--- config.mk ---
export PLATFORM = sky130hd
export DESIGN_NAME = cie_exec_core
export DESIGN_NICKNAME = d
export VERILOG_FILES = /design/src/shared/cie_pkg.sv /design/src/shared/cie_file_if.sv /design/src/hw/cie_exec_core.sv /design/src/hw/cie_file_mem.sv
export SDC_FILE = /design/constraint.sdc
export NUM_CORES = 1
export LEC_CHECK = 0
export BUFFER_PORTS_ARGS = -buffer_cell sky130_fd_sc_hd__buf_2
export CAP_MARGIN = 10
export CORE_MARGIN = 1.5
export CORE_UTILIZATION = 45
export DETAILED_ROUTE_END_ITERATION = 8
export GPL_ROUTABILITY_DRIVEN = 0
export GPL_TIMING_DRIVEN = 0
export HOLD_SLACK_MARGIN = 0.12
export PLACE_DENSITY = 0.57
export SYNTH_ARGS = -nofsm -noshare
export SYNTH_HDL_FRONTEND = slang
export SYNTH_HIERARCHICAL = 1
export SYNTH_SLANG_ARGS = --single-unit
--- constraint.sdc ---
create_clock -name mclk -period 5.82 [get_ports mclk]
set_clock_uncertainty 0.05 [all_clocks]
set_input_delay 0.873 -clock mclk [delete_from_list [all_inputs] [get_ports mclk]]
set_output_delay 0.873 -clock mclk [all_outputs]
set_load 0.005 [all_outputs]
--- src/shared/cie_pkg.sv ---
// constants and types for the instruction execute subset
`default_nettype none
package cie_pkg;
    localparam int INSTR_W   = 12;
    localparam int DATA_W    = 8;
    localparam int FADDR_W   = 5;
    localparam int PC_W      = 11;
    localparam int FILE_MAX  = 31;
    // opcode patterns
    localparam logic [3:0]  OPC_AND_LITERAL  = 4'hE;
    localparam logic [3:0]  OPC_CALL         = 4'h9;
    localparam logic [3:0]  OPC_BIT_SET      = 4'h5;
    localparam logic [3:0]  OPC_SKIP_CLEAR   = 4'h6;
    localparam logic [3:0]  OPC_SKIP_SET     = 4'h7;
    localparam logic [5:0]  OPC_AND_FILE     = 6'h05;
    localparam logic [11:0] OPC_CLEAR_ACC    = 12'h040;
    // field positions
    localparam int F_ADDR_LSB = 0;
    localparam int F_DEST_BIT = 5;
    localparam int F_BIT_LSB  = 5;
    localparam int F_LIT_LSB  = 0;
    // special file addresses
    localparam logic [4:0]  ADDR_TIMER_ZERO = 5'h01;
    localparam logic [4:0]  ADDR_STATUS     = 5'h03;
    localparam logic [4:0]  ADDR_IO_PORT    = 5'h06;
    // status fields and the counter bit 8 position
    localparam int ST_ZERO     = 2;
    localparam int ST_PAGE_LSB = 5;
    localparam int ST_PAGE_MSB = 6;
    localparam int PC_BIT8     = 8;
    // reset values
    localparam logic [7:0]  RST_ACC    = 8'h00;
    localparam logic [7:0]  RST_STATUS = 8'h18;
    localparam logic [10:0] RST_PC     = 11'h000;
    localparam logic [7:0]  RST_LATCH  = 8'h00;

    typedef enum logic [2:0] {
        CIE_OP_IDLE, CIE_OP_AND_LIT, CIE_OP_AND_FILE, CIE_OP_BIT_SET,
        CIE_OP_SKIP_CLR, CIE_OP_SKIP_SET, CIE_OP_CLR_ACC, CIE_OP_CALL
    } cie_op_e;
endpackage
`default_nettype wire

--- src/shared/cie_file_if.sv ---
// register file access between core and storage
`default_nettype none
interface cie_file_if #(parameter int AW = 5, parameter int DW = 8);
    logic [AW-1:0] raddr;
    logic [DW-1:0] rdata;
    logic          we;
    logic [AW-1:0] waddr;
    logic [DW-1:0] wdata;
    modport core (output raddr, output we, output waddr, output wdata, input rdata);
    modport mem  (input raddr, input we, input waddr, input wdata, output rdata);
endinterface
`default_nettype wire

--- src/hw/cie_exec_core.sv ---
// execute stage for the and, bit, skip, clear and call subset
`default_nettype none
module cie_exec_core (
    // clock and reset
    input  wire logic                       mclk,
    input  wire logic                       resetn,
    // instruction in
    input  wire logic                       instr_valid,
    input  wire logic [cie_pkg::INSTR_W-1:0] instr,
    // pins and timer option
    input  wire logic [cie_pkg::DATA_W-1:0] io_pins,
    input  wire logic                       prescaler_on_timer,
    // core state
    output logic      [cie_pkg::DATA_W-1:0] accumulator,
    output logic      [cie_pkg::DATA_W-1:0] status,
    output logic      [cie_pkg::PC_W-1:0]   program_counter,
    output logic      [cie_pkg::DATA_W-1:0] io_latch,
    // events
    output logic                            stack_push,
    output logic      [cie_pkg::PC_W-1:0]   stack_push_addr,
    output logic                            prescaler_clear,
    output logic                            idle_op
);
    import cie_pkg::*;

    typedef struct packed {
        logic [DATA_W-1:0] acc;
        logic [DATA_W-1:0] stat;
        logic [PC_W-1:0]   pc;
        logic [DATA_W-1:0] latch;
        logic              flush;
        logic              push;
        logic [PC_W-1:0]   push_addr;
        logic              psc_clr;
        logic              idle;
    } cie_core_s;

    cie_core_s st_q;
    cie_core_s st_d;

    cie_file_if #(.AW(FADDR_W), .DW(DATA_W)) fif ();

    // general file locations; status and io port are overlaid in the core
    cie_file_mem #(
        .DEPTH (FILE_MAX + 1)
    ) u_mem (
        .mclk   (mclk),
        .resetn (resetn),
        .fif    (fif)
    );

    function automatic cie_op_e decode(input logic [INSTR_W-1:0] w);
        cie_op_e op;
        op = CIE_OP_IDLE;
        if (w == OPC_CLEAR_ACC) begin
            op = CIE_OP_CLR_ACC;
        end else if (w[11:6] == OPC_AND_FILE) begin
            op = CIE_OP_AND_FILE;
        end else begin
            unique case (w[11:8])
                OPC_AND_LITERAL: op = CIE_OP_AND_LIT;
                OPC_CALL:        op = CIE_OP_CALL;
                OPC_BIT_SET:     op = CIE_OP_BIT_SET;
                OPC_SKIP_CLEAR:  op = CIE_OP_SKIP_CLR;
                OPC_SKIP_SET:    op = CIE_OP_SKIP_SET;
                default:         op = CIE_OP_IDLE;
            endcase
        end
        return op;
    endfunction

    // one-hot mask of the bit field
    function automatic logic [DATA_W-1:0] bit_mask(input logic [2:0] b);
        return DATA_W'(1) << b;
    endfunction

    // zero flag update for logic results
    function automatic logic [DATA_W-1:0] with_zero(input logic [DATA_W-1:0] s,
                                                    input logic [DATA_W-1:0] r);
        logic [DATA_W-1:0] o;
        o = s;
        o[ST_ZERO] = (r == '0);
        return o;
    endfunction

    // address of the word after the current one
    function automatic logic [PC_W-1:0] step_pc(input logic [PC_W-1:0] p);
        return p + PC_W'(1);
    endfunction

    // state of one selected bit of a file value
    function automatic logic bit_of(input logic [DATA_W-1:0] v, input logic [2:0] b);
        return (v & bit_mask(b)) != '0;
    endfunction

    cie_op_e           op;
    logic [FADDR_W-1:0] faddr;
    logic [2:0]        bsel;
    logic [DATA_W-1:0] lit;
    logic [DATA_W-1:0] fval;
    logic [DATA_W-1:0] res;

    assign op    = decode(instr);
    assign faddr = instr[F_ADDR_LSB +: FADDR_W];
    assign bsel  = instr[F_BIT_LSB +: 3];
    assign lit   = instr[F_LIT_LSB +: DATA_W];
    assign fif.raddr = faddr;

    // file read: status from core, io port from pins
    always_comb begin
        if (faddr == ADDR_STATUS) begin
            fval = st_q.stat;
        end else if (faddr == ADDR_IO_PORT) begin
            fval = io_pins;
        end else begin
            fval = fif.rdata;
        end
    end

    always_comb begin
        st_d         = st_q;
        st_d.push    = 1'b0;
        st_d.psc_clr = 1'b0;
        st_d.idle    = 1'b0;
        fif.we       = 1'b0;
        fif.waddr    = faddr;
        fif.wdata    = '0;
        res          = '0;
        if (instr_valid) begin
            st_d.pc = step_pc(st_q.pc);
            if (st_q.flush) begin
                // prefetched word dropped, idle in its place
                st_d.flush = 1'b0;
                st_d.idle  = 1'b1;
            end else begin
                unique case (op)
                    CIE_OP_AND_LIT: begin
                        res       = st_q.acc & lit;
                        st_d.acc  = res;
                        st_d.stat = with_zero(st_q.stat, res);
                    end
                    CIE_OP_AND_FILE: begin
                        res       = st_q.acc & fval;
                        st_d.stat = with_zero(st_q.stat, res);
                        if (instr[F_DEST_BIT]) begin
                            fif.we    = 1'b1;
                            fif.wdata = res;
                        end else begin
                            st_d.acc = res;
                        end
                    end
                    CIE_OP_BIT_SET: begin
                        res       = fval | bit_mask(bsel);
                        fif.we    = 1'b1;
                        fif.wdata = res;
                    end
                    CIE_OP_SKIP_CLR: begin
                        st_d.flush = !bit_of(fval, bsel);
                    end
                    CIE_OP_SKIP_SET: begin
                        st_d.flush = bit_of(fval, bsel);
                    end
                    CIE_OP_CLR_ACC: begin
                        st_d.acc            = '0;
                        st_d.stat[ST_ZERO]  = 1'b1;
                    end
                    CIE_OP_CALL: begin
                        // return address latched in the same cycle as the counter is reloaded
                        st_d.push      = 1'b1;
                        st_d.push_addr = step_pc(st_q.pc);
                        st_d.pc        = {st_q.stat[ST_PAGE_MSB:ST_PAGE_LSB], 1'b0, lit};
                        st_d.flush     = 1'b1;
                    end
                    CIE_OP_IDLE: begin
                        st_d.idle = 1'b1;
                    end
                endcase
                // side effects of a file write on the special locations
                if (fif.we) begin
                    if (faddr == ADDR_STATUS) begin
                        // explicit status write wins over the zero flag
                        st_d.stat = fif.wdata;
                    end
                    if (faddr == ADDR_IO_PORT) begin
                        st_d.latch = fif.wdata;
                    end
                    if (faddr == ADDR_TIMER_ZERO && prescaler_on_timer) begin
                        st_d.psc_clr = 1'b1;
                    end
                end
            end
        end
    end

    // whole core state registered at once
    always_ff @(posedge mclk or negedge resetn) begin
        if (!resetn) begin
            st_q <= '{
                acc:       RST_ACC,
                stat:      RST_STATUS,
                pc:        RST_PC,
                latch:     RST_LATCH,
                flush:     1'b0,
                push:      1'b0,
                push_addr: RST_PC,
                psc_clr:   1'b0,
                idle:      1'b0
            };
        end else begin
            st_q <= st_d;
        end
    end

    assign accumulator     = st_q.acc;
    assign status          = st_q.stat;
    assign program_counter = st_q.pc;
    assign io_latch        = st_q.latch;
    assign stack_push      = st_q.push;
    assign stack_push_addr = st_q.push_addr;
    assign prescaler_clear = st_q.psc_clr;
    assign idle_op         = st_q.idle;
endmodule // cie_exec_core
`default_nettype wire

--- src/hw/cie_file_mem.sv ---
// general purpose register file storage
`default_nettype none
module cie_file_mem #(
    parameter int DEPTH = 32
) (
    // clock and reset
    input  wire logic mclk,
    input  wire logic resetn,
    // access port
    cie_file_if.mem   fif
);
    import cie_pkg::*;

    logic [DATA_W-1:0] mem_q [DEPTH];

    assign fif.rdata = mem_q[fif.raddr];

    always_ff @(posedge mclk or negedge resetn) begin
        if (!resetn) begin
            for (int i = 0; i < DEPTH; i++) begin
                mem_q[i] <= '0;
            end
        end else if (fif.we) begin
            mem_q[fif.waddr] <= fif.wdata;
        end
    end
endmodule // cie_file_mem
`default_nettype wire

Yosys cells after proc, flatten, opt, wreduce, memory -nomap -nowiden. Index checks and enable logic that the tools add are counted.

$add $sub $neg: 1. $mul: 0. Div/mod/pow operators: 0. Order comparisons: 2. Equality and inequality tests: 18. Shifts and indexed selects: 1. Mux-type cells: 39. Bitwise gates (word level): 6. Reductions and logical operators: 13.

Operators with widths (count): $bwmux W256 (1); $mux W8 (11); $bmux W8 S5 (1); $demux W8 S5 (1); $and A8 B8 Y8 (3); $pmux W8 S3 (1); $mux W19 (1); $logic_not A8 Y1 (2); $pmux W8 S2 (1); $pmux W3 S5 (1); $mux W14 (1); $mux W13 (1); $eq A12 B7 Y1 const B (1); $eq A3 B3 Y1 const B (4); $eq A4 B3 Y1 const B (3); $mux W12 (1); $mux W3 (4); $reduce_and A4 Y1 (3); $add A11 B1 Y11 const B (1); $mux W11 (1); $mux W1 (10); $eq A4 B4 Y1 const B (2); $or A8 B8 Y8 (1); $reduce_bool A8 Y1 (1); other kinds (20) (23).

Register bits: 306. Bits in latches: 0. Bits in writable memories: 0. ROM bits: 0. Bits of input ports: 24. Output and inout port bits: 49. Logic and storage cells: 122. Memories: 0.

Depth between registers and ports, before layout.
Depth in word-level cells: 12. Gate-level depth with buffers: 12. Depth with buffers taken out: 9.

Modules after synthesis. Netlist, hierarchy kept.

Modules (own cells, without submodules): cie_file_mem (times used 1, cells an instance 699, area each 11648.7 um2, seq. area each 6406.1 um2); cie_exec_core (times used 1, cells an instance 414, area each 3568.4 um2, seq. area each 1253.7 um2).

Worst setup path after synthesis. OpenSTA, ideal clock, no wires.

Path type: input-to-reg. Start: in instr[2] in the netlist's numbering. End: reg u_mem/mem_q[178] in the netlist's numbering. Setup time: 0.125 ns. Arrival: 3.730 ns. Data required time: 5.645 ns. Setup slack: 1.916 ns. Stages: 11. Buffers on the path: 3. Cell sequence: clkbuf_1 clkbuf_1 mux4_2 mux4_2 mux2_2 o21ai_1 a31oi_1 o2bb2a_1 and2_1 clkbuf_1 mux2_2.

Word-level cells in the longest chain between the ends: 12. Elaborated cells on any way between the ends: 29. Classes of those cells: 2 x order compare; 5 x eq/ne; 18 x mux; 3 x bitwise; 1 x reduce/logical.

RTL lines: from (decl) (RTL line cie_exec_core.sv:9) `input wire logic [cie_pkg::INSTR_W-1:0] instr,`; $not A5 Y6 (not written as such) (*) (RTL line cie_file_mem.sv:16) `assign fif.rdata = mem_q[fif.raddr];`; $bmux W8 S5 (*) (RTL line cie_file_mem.sv:16); $mux W8 (not written as such) (*) (2 in series) (RTL line cie_file_mem.sv:16); named net fif.rdata[2] (RTL line cie_file_if.sv:5) `logic [DW-1:0] rdata;`; $mux W8 (*) (RTL line cie_exec_core.sv:113) `end else if (faddr == ADDR_IO_PORT) begin`; $mux W8 (*) (RTL line cie_exec_core.sv:111) `if (faddr == ADDR_STATUS) begin`; $and A8 B8 Y8 (RTL line cie_exec_core.sv:143) `res = st_q.acc & fval;`; $mux W8 (RTL line cie_exec_core.sv:145) `if (instr[F_DEST_BIT]) begin`; $pmux W8 S2 (*) (RTL line cie_exec_core.sv:136) `unique case (op)`; $mux W8 (*) (RTL line cie_exec_core.sv:131) `if (st_q.flush) begin`; $mux W8 (*) (RTL line cie_exec_core.sv:129) `if (instr_valid) begin`; named net fif.wdata[2] (RTL line cie_file_if.sv:8) `logic [DW-1:0] wdata;`; $bwmux W256 (*) (RTL line cie_file_mem.sv:24) `mem_q[fif.waddr] <= fif.wdata;`; to (signal, indexed assignment) (RTL line cie_file_mem.sv:24); to (decl) (RTL line cie_file_mem.sv:14) `logic [DATA_W-1:0] mem_q [DEPTH];`.

The timed path passes the listed nets; every way through them passes the cells marked *. The select of a mux whose other input is x is not followed. A chain may end at the register's enable or synchronous reset.

Worst setup path after layout.
Start: in instr[2] in the netlist's numbering. End: reg u_mem/mem_q[243] in the netlist's numbering.

Same word-level chain as after synthesis.

==> metrics <==
vias in the first global route=9970; Overall Power=roughly 4800 uW; Final Non-Filler Cells=roughly 1.7k; Lkg Pwr=0.00811 uW; Tightest Hold Check Type=in -> async; Max-slew headroom=28.8%; Syn Area/Cell=about 14 um^2; Power per Cell Area=roughly 280 nW/um^2; ANT nets after route=0; sw frac=between 20% and 30%; Crit Path Max Fanout=10; crit path time final=5.17 ns; post-synthesis sequential area ratio=50.3%; Hold WS=0.348 ns; Synth cell types=65; crit path cell chain=buf_2, clkbuf_1, clkbuf_1, mux4_2, mux4_2, mux2_2, o21ai_2, a31oi_1, a31oi_1, nor3_1, clkbuf_1, mux2_2; global route overflow=0; Fin. Hold Viols=0; Synth Register Bits=between 300 and 400; Flop pwr share=approximately 48%; cell taking the most area after synthesis=dfrtp_1; largest net degree at the start of global routing=120; Syn Nets=approximately 1.1k; x dimension of the die=between 150 and 200 um; EDFF count, synth=0; fill count=about 3k; arrival time at the worst endpoint=roughly 5.6 ns; Initial Util=45.5%; status=completed; fmax=just under 0.2 GHz; post-synth top area share=around half; Finish-stage setup viols=0; die area=approximately 35000 um^2; Clock Sink Count=around 310; Clock Latency Late Sink=about 0.52 ns; antenna violations before repair=0; Num CTS Buffers=35; first-pass GRT wire length=63400 um; Residual DRC=0; Worst Setup End Kind=flop; Clk Tree Root Cell=clkbuf_16; CTS tree=done; crit path kind=in -> reg; vias=9710; Routed WL per cell=~24 um; top cells by area, synth=dfrtp_1 (50%), mux2_2 (20%), mux4_2 (12%); Worst Path Required=approximately 6.2 ns; CTS Hold Buffers Added=0; CP startpoint kind=primary input; GRT Util Overall=24.0%; Max IR drop VDD=0.217 mV; actual slew at the worst max-slew pin=between 1 and 1.5 ns; Synth Cell Area=roughly 15000 um^2; PostCTS Resize Cnt=0; CTS clk-pin slew, worst paths=0.05 ns; cell count after placement=1636; Placeable Area=~33000 um^2; # nets final=about 1.3k; Buffers on Ports=72; RSZ-0062 raised after global routing=no; commonest non-fill, non-tap cell in the layout=dfrtp_1; io pins=73; Post-CTS Setup Bufs=0; Die Y=roughly 190 um; Diodes inserted=0; Clk pwr share=41.8%; P_sw=between 1000 and 1500 uW; DR vias/cell=~5.8; fin crit share=88.8%; most used cell, CP=clkbuf_1; Syn-to-layout area delta=13.3%; DR iter-0 viols=~680; slowest library cell on the worst path=nor3_1; # H-tree levels=2; Synth async-reset ratio=100%; Yosys warnings=6; Logic pwr share=between 10% and 20%; Max stage delay on crit path=a little over 0.8 ns; layout cell share with drive strength beyond 1=between 40% and 50%; commonest non-fill, non-tap cells in the layout=dfrtp_1 (304), mux2_2 (271), mux4_2 (80); Final HPWL DP=around 28000 um; cells after synthesis=1113; internal cell power=roughly 3600 uW; clock buffer depth=3; final wirelength=a little over 40000 um; Top FF cell, synth=dfrtp_1; max-slew violation count=0; Max Cap Violations=0; drt first pass iters=5; Rows=67
==> sequential cells by signal, indices dropped and copies added, names as in the netlist <==
name             count
u_mem/mem_q        256
program_counter     11
stack_push_addr     11
accumulator          8
io_latch             8
status               8
idle_op              1
prescaler_clear      1
st_q                 1
stack_push           1
==> worst max-delay path: cells and delay by family <==
| kind | cells | cell delay (ns) |
|---|---|---|
| buffers and inverters | 4 | 2.07 |
| multiplexers | 4 | 1.13 |
| AND/OR/NAND/NOR | 1 | 0.82 |
| AO/OA/AOI/OAI | 3 | 0.64 |
==> cells in the mapped netlist (all sizes together), types with 2 or more instances <==
library cell	count
nand3	17
and2	6
a22oi	6
o311ai	2
a211oi	2
o211ai	2
mux4	80
nand2	61
buf	66
a311oi	5
xor2	3
mux2i	3
o22ai	3
mux2	278
a31oi	25
nor3b	7
nor2b	4
a221oi	4
a21boi	2
o2bb2ai	2
nor3	18
nor2	41
dfstp	2
nand3b	6
o21ai	36
xnor2	7
or2	3
nand2b	3
nand4b	4
dfrtp	304
clkbuf	54
a21oi	15
nand4	2
o31ai	4
and3	6
inv	12
and3b	4
==> routing by layer <==
| metal | up-vias | global-route usage, % | wire length [um] |
|---|---|---|---|
| li1 | 4293 | - | - |
| met1 | 5144 | 35.1 | 19400 |
| met2 | 215 | 38.0 | 19000 |
| met3 | 58 | 2.91 | 1390 |
| met4 | 0 | 6.33 | 974 |
| met5 | - | 0 | 0 |
==> cell families (layout without fill, tap and decap cells) <==
family	count (synthesis)	count (layout)	synth area share (%)
simple gates	189	189	6.37
fa+ha+maj	1	1	0.0822
xor+xnor	10	10	0.576
mux	361	361	32.8
buf+inv	132	259	4.77
compound gates	114	114	5.08
flops	306	306	50.3
==> power groups by stage <==
stage	Sequential, uW	Combinational, uW	Clock, uW
2_1_floorplan	2290	315	0
3_3_place_gp	2320	483	0
3_5_place_dp	2320	498	0
4_1_cts	2280	499	2040
5_1_grt	2290	553	2120
6_report	2280	492	1990
==> metrics by stage <==
step	util, %	instance area (um^2)	setup slack, ns	setup TNS [ns]
floorplan	-	15200	1.92	0
global placement	48.2	16100	-2.17	-643.99
detailed placement	48.5	16200	0.0779	0
CTS	51.5	17200	0.562	0
global route	51.5	17200	0.472	0
finish	51.5	17200	0.655	0
==> final cells by class <==
class	instances	area (um^2)	area share (%)
buffer	120	681	3.95
clock buffer	46	958	5.56
clock inverter	6	45.0	0.261
inverter	12	45.0	0.261
multi-input combinational	675	6830	39.6
sequential	306	7660	44.4
tap	448	561	3.25
timing repair buffer	75	453	2.63
==> final timing paths <==
kind | from | end | slack [ns] | cells past startpoint
min in group mclk | stack_push_addr[1]$_DFFE_PN0P_ | stack_push_addr[1]$_DFFE_PN0P_ | 0.42 | 2
max reg2reg | u_mem/mem_q[74]$_DFFE_PN0P_ | u_mem/mem_q[138]$_DFFE_PN0P_ | 2.12 | 9
min reg2reg | stack_push_addr[1]$_DFFE_PN0P_ | stack_push_addr[1]$_DFFE_PN0P_ | 0.42 | 2
max in group asynchronous | resetn | status[4]$_DFFE_PN1P_ | 3.96 | 4
min | resetn | u_mem/mem_q[241]$_DFFE_PN0P_ | 0.35 | 2
max | instr[2] | u_mem/mem_q[243]$_DFFE_PN0P_ | 0.65 | 12
Power figures use the tool's default switching activity.
